--- src/dpt_cfg.svh ---
// Constants of the drive parameter telegram master: offsets, fields, timing.
// Assumes byte addresses on a 32-bit APB bus, one register per word.
`ifndef DPT_CFG_SVH
`define DPT_CFG_SVH
// ----------------------------------------
// Telegram framing
// ----------------------------------------
`define DPT_START_BYTE     8'h02
`define DPT_PARAM_LEN      8'h0E
`define DPT_LAST_IDX       5'h0F
`define DPT_FIRST_DATA     5'h03
`define DPT_RSP_FAULT      4'h7
`define DPT_CMD_READ       4'h1
`define DPT_CMD_TEXT       4'hF
`define DPT_TEXT_RD_HI     8'h04
`define DPT_TEXT_WR_HI     8'h05
// ----------------------------------------
// Register byte offsets
// ----------------------------------------
`define DPT_REQ_ADDR       8'h00
`define DPT_REQ_KEY        8'h04
`define DPT_REQ_INDEX      8'h08
`define DPT_REQ_VALUE      8'h0C
`define DPT_REQ_PCD        8'h10
`define DPT_CTRL           8'h14
`define DPT_STATUS         8'h18
`define DPT_RSP_KEY        8'h1C
`define DPT_RSP_VALUE      8'h20
`define DPT_RSP_PCD        8'h24
`define DPT_RSP_ADDR       8'h28
// ----------------------------------------
// Field positions and reset values
// ----------------------------------------
`define DPT_CTRL_GO        0
`define DPT_CTRL_TEXT_WR   1
`define DPT_ST_BUSY        0
`define DPT_ST_DONE        1
`define DPT_ST_ERR         2
`define DPT_ST_TMO         3
`define DPT_ST_FAULT       4
`define DPT_ST_BCAST       5
`define DPT_RST_WORD       32'h0000_0000
// ----------------------------------------
// Timing
// ----------------------------------------
`define DPT_CLK_NS         100
`define DPT_REPLY_TMO_NS   50000000
`endif

--- src/dpt_pkg.sv ---
// Types shared by the telegram master and its reply parser.
// Assumes the constants of dpt_cfg.svh.
package dpt_pkg;

    typedef struct packed {
        logic [7:0]  addr;
        logic [15:0] key;
        logic [15:0] index;
        logic [31:0] value;
        logic [31:0] process_words;
    } dpt_tel_s;

    typedef enum logic [2:0] {
        M_IDLE = 3'b001,
        M_SEND = 3'b010,
        M_WAIT = 3'b100
    } dpt_mstate_e;

    typedef enum logic [2:0] {
        R_HUNT = 3'b001,
        R_LEN  = 3'b010,
        R_BODY = 3'b100
    } dpt_rstate_e;

    // Both address formats: 1-31 with bit 5 flag, 1-126 with zero address
    function automatic logic isBroadcast(input logic [7:0] a);
        isBroadcast = a[7] ? (a[6:0] == 7'h00) : a[5];
    endfunction : isBroadcast

endpackage : dpt_pkg

--- src/dpt_rx_parser.sv ---
// Reply parser: frames reply bytes, checks the XOR checksum, captures fields.
// Assumes one received byte per rxValid pulse from a separate receiver.
`timescale 1ns/1ns
`include "dpt_cfg.svh"
module dpt_rx_parser
    import dpt_pkg::*;
(
    input  wire logic       mclk,
    input  wire logic       rst_n,
    input  wire logic       arm,
    input  wire logic       rxValid,
    input  wire logic [7:0] rxData,
    output logic            repDone,
    output logic            repErr,
    output dpt_tel_s        rep
);
    dpt_rstate_e state_q;
    logic [7:0]  bcc_q;
    logic [7:0]  len_q;
    logic [7:0]  pos_q;
    logic [7:0]  dIdx;
    logic        lastByte;

    assign dIdx     = pos_q - 8'h01;
    assign lastByte = (state_q == R_BODY) && rxValid && (pos_q == len_q - 8'h01);

    // ----------------------------------------
    // Framing and checksum
    // ----------------------------------------
    always_ff @(posedge mclk)
    begin
        if (!rst_n || arm)
        begin
            state_q <= R_HUNT;
            bcc_q   <= 8'h00;
            len_q   <= 8'h00;
            pos_q   <= 8'h00;
            repDone <= 1'b0;
            repErr  <= 1'b0;
        end
        else
        begin
            repDone <= 1'b0;
            repErr  <= 1'b0;
            if (rxValid)
            begin
                case (state_q)
                    R_HUNT:
                    begin
                        // Stray bytes before a start byte are dropped
                        if (rxData == `DPT_START_BYTE) // see RULE1
                        begin
                            bcc_q   <= rxData; // see RULE2
                            state_q <= R_LEN;
                        end
                    end
                    R_LEN:
                    begin
                        bcc_q   <= bcc_q ^ rxData;
                        len_q   <= rxData; // see RULE13
                        pos_q   <= 8'h00;
                        state_q <= (rxData < 8'h02) ? R_HUNT : R_BODY;
                        repErr  <= (rxData < 8'h02);
                    end
                    R_BODY:
                    begin
                        bcc_q <= bcc_q ^ rxData;
                        pos_q <= pos_q + 8'h01;
                        if (lastByte)
                        begin
                            repDone <= (bcc_q == rxData); // see RULE2
                            repErr  <= (bcc_q != rxData);
                            state_q <= R_HUNT;
                        end
                    end
                    default: state_q <= R_HUNT;
                endcase
            end
        end
    end

    // ----------------------------------------
    // Field capture
    // ----------------------------------------
    // Process words are the last four data bytes, whatever the length
    always_ff @(posedge mclk)
    begin
        if (!rst_n)
            rep <= '0;
        else if (state_q == R_BODY && rxValid && !lastByte)
        begin
            if (pos_q == 8'h00)
                rep.addr <= rxData; // see RULE27
            else
            begin
                if (dIdx == 8'h00)
                    rep.key[15:8] <= rxData; // see RULE3
                else if (dIdx == 8'h01)
                    rep.key[7:0] <= rxData;
                else if (dIdx == 8'h02)
                    rep.index[15:8] <= rxData;
                else if (dIdx == 8'h03)
                    rep.index[7:0] <= rxData;
                else if (dIdx < 8'h08)
                    rep.value <= {rep.value[23:0], rxData}; // see RULE7
                rep.process_words <= {rep.process_words[23:0], rxData}; // see RULE20
            end
        end
    end
endmodule : dpt_rx_parser

--- src/dpt_master.sv ---
// Telegram master: builds parameter-block queries for a drive slave and
// checks its replies; software reaches it over APB.
// Assumes a byte transmitter with valid/ready and a byte receiver strobe.
//
// Functional notes
// RULE1 - Start, length, address, data, checksum byte order
// RULE2 - Checksum is XOR of bytes, from zero
// RULE3 - Key top nibble: command out, response back
// RULE4 - Slave answers 0111 with fault number
// RULE5 - Key low twelve bits: parameter number
// RULE6 - Slave uses only index low byte
// RULE7 - Value field four bytes, meaning per command
// RULE8 - Read request sends empty value field
// RULE9 - Write request carries new value field
// RULE10 - Slave returns current value on read
// RULE11 - Option parameters written by ordinal number
// RULE12 - Only text-type parameters readable as text
// RULE13 - Text telegram length from length byte
// RULE14 - Text read: command F, index high 4
// RULE15 - Text write: command F, index high 5
// RULE16 - Slave decodes the listed data type codes
// RULE17 - Values are integers scaled by conversion factor
// RULE18 - Slave maps conversion indices to factors
// RULE19 - Unsigned types carry no sign
// RULE20 - Process data: two words, fixed order
// RULE21 - Slave only answers, never initiates
// RULE22 - No reply to broadcast address
// RULE23 - Query carries address, action, data, check
// RULE24 - Reply confirms action, data, check
// RULE25 - Bad query: error reply or silence
// RULE26 - Bytes move one per valid strobe
// RULE27 - Slave echoes received address byte
//
// Chosen here: the register addresses and the APB register port.
`timescale 1ns/1ns
`include "dpt_cfg.svh"
module dpt_master
    import dpt_pkg::*;
#(
    parameter int unsigned TimeoutCycles = `DPT_REPLY_TMO_NS / `DPT_CLK_NS
)
(
    input  wire logic        mclk,
    input  wire logic        rst_n,
    input  wire logic        psel,
    input  wire logic        penable,
    input  wire logic        pwrite,
    input  wire logic [7:0]  paddr,
    input  wire logic [31:0] pwdata,
    output logic [31:0]      prdata,
    output logic             pready,
    output logic             pslverr,
    output logic             txValid,
    input  wire logic        txReady,
    output logic [7:0]       txData,
    input  wire logic        rxValid,
    input  wire logic [7:0]  rxData
);
    dpt_mstate_e state_q;
    dpt_tel_s    cfg_q;
    dpt_tel_s    req_q;
    dpt_tel_s    rep;
    logic        textWr_q;
    logic [4:0]  txIdx_q;
    logic [7:0]  bcc_q;
    logic [7:0]  bccNext;
    logic [31:0] tmo_q;
    logic        done_q;
    logic        err_q;
    logic        tmoFlag_q;
    logic        fault_q;
    logic        bcast_q;
    logic        repDone;
    logic        repErr;
    logic        apbWr;
    logic        go;
    logic        lastSent;
    logic        addrOk;
    logic [31:0] rdMux;
    logic [15:0] goIndex;

    // ----------------------------------------
    // APB slave
    // ----------------------------------------
    // Read data is latched in the setup cycle so prdata comes from a flop
    assign pready  = 1'b1;
    assign apbWr   = psel && penable && pwrite;
    assign go      = apbWr && paddr == `DPT_CTRL && pwdata[`DPT_CTRL_GO] && state_q == M_IDLE;
    assign pslverr = psel && penable && !addrOk;

    always_comb
    begin
        addrOk = 1'b1;
        rdMux  = `DPT_RST_WORD;
        if (paddr == `DPT_REQ_ADDR)
            rdMux = {24'h0, cfg_q.addr};
        else if (paddr == `DPT_REQ_KEY)
            rdMux = {16'h0, cfg_q.key};
        else if (paddr == `DPT_REQ_INDEX)
            rdMux = {16'h0, cfg_q.index};
        else if (paddr == `DPT_REQ_VALUE)
            rdMux = cfg_q.value;
        else if (paddr == `DPT_REQ_PCD)
            rdMux = cfg_q.process_words;
        else if (paddr == `DPT_CTRL)
            rdMux = {30'h0, textWr_q, 1'b0};
        else if (paddr == `DPT_STATUS)
            rdMux = {26'h0, bcast_q, fault_q, tmoFlag_q, err_q, done_q, state_q != M_IDLE};
        else if (paddr == `DPT_RSP_KEY)
            rdMux = {rep.index, rep.key};
        else if (paddr == `DPT_RSP_VALUE)
            rdMux = rep.value;
        else if (paddr == `DPT_RSP_PCD)
            rdMux = rep.process_words;
        else if (paddr == `DPT_RSP_ADDR)
            rdMux = {24'h0, rep.addr};
        else
            addrOk = 1'b0;
    end

    always_ff @(posedge mclk)
    begin
        if (!rst_n)
            prdata <= `DPT_RST_WORD;
        else if (psel && !penable)
            prdata <= rdMux;
    end

    // Request fields are free to change while a telegram is in flight
    always_ff @(posedge mclk)
    begin
        if (!rst_n)
        begin
            cfg_q    <= '0;
            textWr_q <= 1'b0;
        end
        else if (apbWr)
        begin
            if (paddr == `DPT_REQ_ADDR)
                cfg_q.addr <= pwdata[7:0];
            else if (paddr == `DPT_REQ_KEY)
                cfg_q.key <= pwdata[15:0]; // see RULE5
            else if (paddr == `DPT_REQ_INDEX)
                cfg_q.index <= pwdata[15:0];
            else if (paddr == `DPT_REQ_VALUE)
                cfg_q.value <= pwdata; // see RULE9 see RULE11 see RULE17 see RULE19
            else if (paddr == `DPT_REQ_PCD)
                cfg_q.process_words <= pwdata;
            else if (paddr == `DPT_CTRL)
                textWr_q <= pwdata[`DPT_CTRL_TEXT_WR];
        end
    end

    // ----------------------------------------
    // Query snapshot
    // ----------------------------------------
    always_comb
    begin
        goIndex = cfg_q.index;
        // Bit written with GO
        if (cfg_q.key[15:12] == `DPT_CMD_TEXT) // see RULE14 see RULE15
            goIndex[15:8] = pwdata[`DPT_CTRL_TEXT_WR] ? `DPT_TEXT_WR_HI : `DPT_TEXT_RD_HI;
    end

    always_ff @(posedge mclk)
    begin
        if (!rst_n)
            req_q <= '0;
        else if (go)
        begin
            req_q       <= cfg_q;
            req_q.index <= goIndex;
            if (cfg_q.key[15:12] == `DPT_CMD_READ)
                req_q.value <= 32'h0000_0000; // see RULE8
        end
    end

    // Byte i of the telegram, checksum position excluded
    function automatic logic [7:0] telByte(input dpt_tel_s r, input logic [4:0] i);
        logic [95:0] dw;
        int          k;
        dw = {r.key, r.index, r.value, r.process_words};
        k  = int'(i) - 3;
        if (i == 5'h00)
            telByte = `DPT_START_BYTE;
        else if (i == 5'h01)
            telByte = `DPT_PARAM_LEN;
        else if (i == 5'h02)
            telByte = r.addr;
        else
            telByte = dw[(11 - k) * 8 +: 8];
    endfunction : telByte

    // ----------------------------------------
    // Transmit sequencer
    // ----------------------------------------
    assign txValid  = (state_q == M_SEND); // see RULE26
    assign bccNext  = bcc_q ^ txData;
    assign lastSent = txValid && txReady && txIdx_q == `DPT_LAST_IDX;

    always_ff @(posedge mclk)
    begin
        if (!rst_n)
        begin
            state_q <= M_IDLE;
            txIdx_q <= 5'h00;
            txData  <= 8'h00;
            bcc_q   <= 8'h00;
            tmo_q   <= 32'h0;
        end
        else
        begin
            case (state_q)
                M_IDLE:
                begin
                    if (go)
                    begin
                        state_q <= M_SEND;
                        txIdx_q <= 5'h00;
                        txData  <= `DPT_START_BYTE; // see RULE1
                        bcc_q   <= 8'h00; // see RULE2
                    end
                end
                M_SEND:
                begin
                    if (txReady)
                    begin
                        bcc_q   <= bccNext;
                        txIdx_q <= txIdx_q + 5'h01;
                        if (txIdx_q == `DPT_LAST_IDX)
                            state_q <= isBroadcast(req_q.addr) ? M_IDLE : M_WAIT; // see RULE22
                        else if (txIdx_q + 5'h01 == `DPT_LAST_IDX)
                            txData <= bccNext; // see RULE23
                        else
                            txData <= telByte(req_q, txIdx_q + 5'h01);
                        tmo_q <= 32'h0;
                    end
                end
                M_WAIT:
                begin
                    // One query outstanding until reply, bad reply or timeout
                    tmo_q <= tmo_q + 32'h1;
                    if (repDone || repErr || tmo_q == TimeoutCycles - 1) // see RULE21 see RULE25
                        state_q <= M_IDLE;
                end
                default: state_q <= M_IDLE;
            endcase
        end
    end

    // ----------------------------------------
    // Reply checking and status
    // ----------------------------------------
    dpt_rx_parser u_rx (
        .mclk    (mclk),
        .rst_n   (rst_n),
        .arm     (go),
        .rxValid (rxValid && state_q == M_WAIT),
        .rxData  (rxData),
        .repDone (repDone),
        .repErr  (repErr),
        .rep     (rep)
    );

    // Flags clear on reset and on go, and go is never in a cycle that sets them
    always_ff @(posedge mclk)
    begin
        if (!rst_n || go)
        begin
            done_q    <= 1'b0;
            err_q     <= 1'b0;
            tmoFlag_q <= 1'b0;
            fault_q   <= 1'b0;
            bcast_q   <= 1'b0;
        end
        else
        begin
            if (lastSent && isBroadcast(req_q.addr))
            begin
                done_q  <= 1'b1;
                bcast_q <= 1'b1;
            end
            if (state_q == M_WAIT)
            begin
                if (repDone && rep.addr == req_q.addr) // see RULE27 see RULE24
                begin
                    done_q  <= 1'b1;
                    fault_q <= (rep.key[15:12] == `DPT_RSP_FAULT); // see RULE4 see RULE3
                end
                else if (repDone || repErr)
                    err_q <= 1'b1;
                else if (tmo_q == TimeoutCycles - 1)
                    tmoFlag_q <= 1'b1; // see RULE25
            end
        end
    end
endmodule : dpt_master

--- config.mk ---
export PLATFORM = sky130hd
export DESIGN_NAME = dpt_master
export DESIGN_NICKNAME = d
export VERILOG_FILES = /design/src/dpt_pkg.sv /design/src/dpt_rx_parser.sv /design/src/dpt_master.sv
export VERILOG_INCLUDE_DIRS = /design/src
export SDC_FILE = /design/constraint.sdc
export NUM_CORES = 1
export LEC_CHECK = 0
export ABC_AREA = 1
export ABC_CLOCK_PERIOD_IN_PS = 4600
export BUFFER_PORTS_ARGS = -buffer_cell sky130_fd_sc_hd__buf_2
export CORE_AREA = 2 2 246 248
export CTS_CLUSTER_DIAMETER = 120
export DETAILED_ROUTE_END_ITERATION = 12
export DIE_AREA = 0 0 248 250
export SLEW_MARGIN = 25
export SYNTH_ARGS = -nofsm -noshare
export SYNTH_HDL_FRONTEND = slang
export SYNTH_HIERARCHICAL = 1
export SYNTH_SLANG_ARGS = --single-unit
--- constraint.sdc ---
create_clock -name mclk -period 4.6 [get_ports mclk]
set_input_delay 0 -clock mclk [delete_from_list [all_inputs] [get_ports mclk]]
set_output_delay 0 -clock mclk [all_outputs]
set_load 0.05 [all_outputs]
==> results_dict.tcl <==
set metrics [dict create \
    finalCritPeriodShare 0.7366 \
    cts_buffer_depth 3 \
    antenna_left 0 \
    power-per-cell-area_nw_per_um2 355.7 \
    detailedPlace.worstSlack_ns 1.315 \
    setup_viol 0 \
    die_h_um 250 \
    synth_top_area_frac 0.4242 \
    synth_area_um2 20530 \
    synth-xor-area-share 0.01371 \
    synthTopCellsByArea "dfxtp_1 42%, nand2_1 11%, a21oi_1 7.0%" \
    dieArea_um2 62000 \
    arrival_ns 3.88 \
    slowest_delay_ns 0.79 \
    fin_cells 3771 \
    drtIter0Drc 1946 \
    die_x_um 248 \
    cts_tree "yes" \
    synth_edf_count 0 \
    ys_warn_count 6 \
    drc 0 \
    syn_nets 2943 \
    clkLatencyLatePin_ns 0.61 \
    grt.total_usage 0.2118 \
    drt-vias-per-instance 5.153 \
    grt_overflow_total 0 \
    critPathMaxFanout 40 \
    endpoint_kind "register" \
    peakVddDrop_uv 262.6 \
    dp_cells 3621 \
    synth_top_area_cell "dfxtp_1" \
    vias 19431 \
    dpl.hpwl_um 45630 \
    final-hold-violation-count 0 \
    async_flop_share 0 \
    power.leakage_nw 8.860 \
    grt_max_degree 98 \
    synth_seq_cells 435 \
    diodes 0 \
    synth_top_family_by_area "simple AND/OR/NAND/NOR gates" \
    status "completed" \
    synthFlopType "dfxtp_1" \
    max_freq_mhz 295.1 \
    slew_viol_final 0 \
    slew_headroom 0.3351 \
    initial_core_util 0.3446 \
    dr.pass1.iters 7 \
    synthMuxAreaShare 0 \
    synthSimpleGateAreaFrac 0.2590 \
    h-tree-depth 2 \
    path_clk_slew_ns 0.06 \
    io_buffers 96 \
    fin_skew_ns 0.02392 \
    tightest_slew_ns 0.9950 \
    rsz0062_at_grt "no" \
    antenna_found_initial 0 \
    cts_resized 0 \
    pin_count 98 \
    wl_um 66710 \
    worstPathRequired_ns 5.09 \
    hold_path.class "in2reg" \
    ys_seq_area_frac 0.4242 \
    avgSynthCellArea_um2 7.146 \
    critPathKind "reg2reg" \
    grt_pass1_wl_um 103900 \
    num_rows 90 \
    syn_inst 2873 \
    synth_fa_ha_area_frac 0.009142 \
    wl_per_cell_um 17.69 \
    synth-compound-area-share 0.1937 \
    first_global_vias 17872 \
    cts_num_sinks 435 \
    synth_common_cells "581 x nand2_1, 435 x dfxtp_1, 327 x inv_1, 287 x a21oi_1, 233 x nand3_1" \
    crit_slowest_cell "nor2_4" \
    setup_ws_ns 1.212 \
    cts_root_buf "clkbuf_16" \
    drv_cap 0 \
    postCtsSetupRepairBufs 0 \
    numCtsBuffers 48 \
    final.min_clock_period_ns 3.388 \
    start_kind "register" \
    crit_chain "inv_1 > ha_1 > nand4_2 > nor2_2 > inv_2 > nand3_2 > buf_4 > nor2_4 > nand3_1 > nand2_1 > nor2_1" \
    yosysMostFrequentCell "nand2_1" \
    r2r_setup_slack_ns 1.21 \
    core_area_um2 59570 \
    ys_types 52 \
    fin_setup_tns_ns 0 \
    area_growth_pct 15.94 \
    globalplace.congestion 0.8611 \
    nNetsFinal 3024 \
    drive_gt1_frac 0.1064 \
]
==> area by class of cell <==
cell class	count	area [um^2]
well taps	782	978.4
clock buffers	67	1364
multi-input cells	1937	9792
inverters	344	1292
fillers	6167	35770
flip-flops and latches	435	8710
repair buffers	188	1358
clock inverters	18	307.8
==> power by group <==
group | switching, mW | leakage (nW) | internal [mW]
registers | 0.0168 | 3.50 | 3.79
logic | 0.409 | 4.54 | 0.147
clock network | 1.64 | 0.816 | 2.46
==> repair_timing <==
item | CTS | global route
endpoints found under the setup margin | 0 | 0
endpoints found under the hold margin | 183 | 0
hold buffers | 64 | 0
==> registers in the layout (all words and copies together), names as in the netlist, 3 cells and up <==
| name | cells |
|---|---|
| u_rx/len_q | 8 |
| u_rx/pos_q | 8 |
| req_q | 104 |
| bcc_q | 8 |
| tmo_q | 32 |
| u_rx/bcc_q | 8 |
| u_rx/rep | 104 |
| txData | 8 |
| u_rx/state_q | 3 |
| txIdx_q | 5 |
| state_q | 3 |
| cfg_q | 104 |
| prdata | 32 |
==> worst max-delay path, delay by kind of cell, from the launching register on <==
| kind | cells | cell delay, ns |
|---|---|---|
| and+or+nand+nor | 7 | 1.51 |
| DFF | 1 | 0.49 |
| adders and majority gates | 1 | 0.31 |
| buffers and inverters | 3 | 0.95 |
==> worst paths after layout <==
path / start / endpoint / cells past startpoint
worst max-delay path: u_rx/pos_q[0] / u_rx/rep[38] / 11
worst min-delay path: paddr[7] / textWr_q / 7
worst max register to register: u_rx/pos_q[0] / u_rx/rep[38] / 11
worst min register to register: prdata[9] / prdata[9] / 2
==> layer usage <==
metal | share of wire | wire length [um] | vias to the layer above | global-route usage
met5 | 0 | 0 | - | 0
met4 | 0.024 | 1628 | 0 | 0.06210
met3 | 0.070 | 4670 | 104 | 0.02979
met2 | 0.43 | 28880 | 644 | 0.3178
met1 | 0.47 | 31530 | 8985 | 0.3119
li1 | - | - | 9698 | -
==> placed cells by master (no fill, tap or decap), types with 4 or more instances in the layout <==
cell type,synthesis,layout
inv_1,327,326
o21ai_0,232,232
ha_1,15,15
clkbuf_8,0,7
dfxtp_1,435,434
nor3_1,24,24
bufinv_16,0,7
xnor2_1,13,13
nand2_1,581,580
nor4_1,16,16
a221oi_1,20,20
buf_2,51,95
a211oi_1,42,42
dlygate4sd3_1,0,64
nand2_2,20,21
clkbuf_16,0,49
nand3_2,7,7
o211ai_1,22,22
nor2_4,14,16
clkinv_2,0,8
nand3_1,233,233
a21oi_1,287,287
nand4_1,26,26
o21ai_1,12,12
inv_2,17,17
nor3_4,4,4
nor2_2,34,34
clkbuf_1,79,11
o22ai_1,83,83
buf_4,9,26
xor2_1,16,16
a31oi_1,5,5
nor2_1,196,194
==> cells by family (layout without fill, tap and decap cells) <==
family / Yosys count / after routing
simple gates: 1175 / 1175
buf+inv: 501 / 617
flops: 435 / 435
compound gates: 716 / 716
fa+ha+maj: 15 / 15
xor+xnor: 30 / 30
other cells: 1 / 1
==> stage by stage <==
stage | instance area [um^2] | power, mW | utilization | hold slack, ns
2_1_floorplan | 20530 | 4.229 | - | 0.1473
3_3_place_gp | 21470 | 4.407 | 0.3605 | 0.2581
3_5_place_dp | 21470 | 4.405 | 0.3605 | 0.2712
4_1_cts | 23790 | 8.526 | 0.3993 | 0.01788
5_1_grt | 23800 | 8.727 | 0.3996 | 0.06203
6_report | 23800 | 8.466 | 0.3996 | 0.04287
Note: power is estimated with default switching activity, not from simulation.
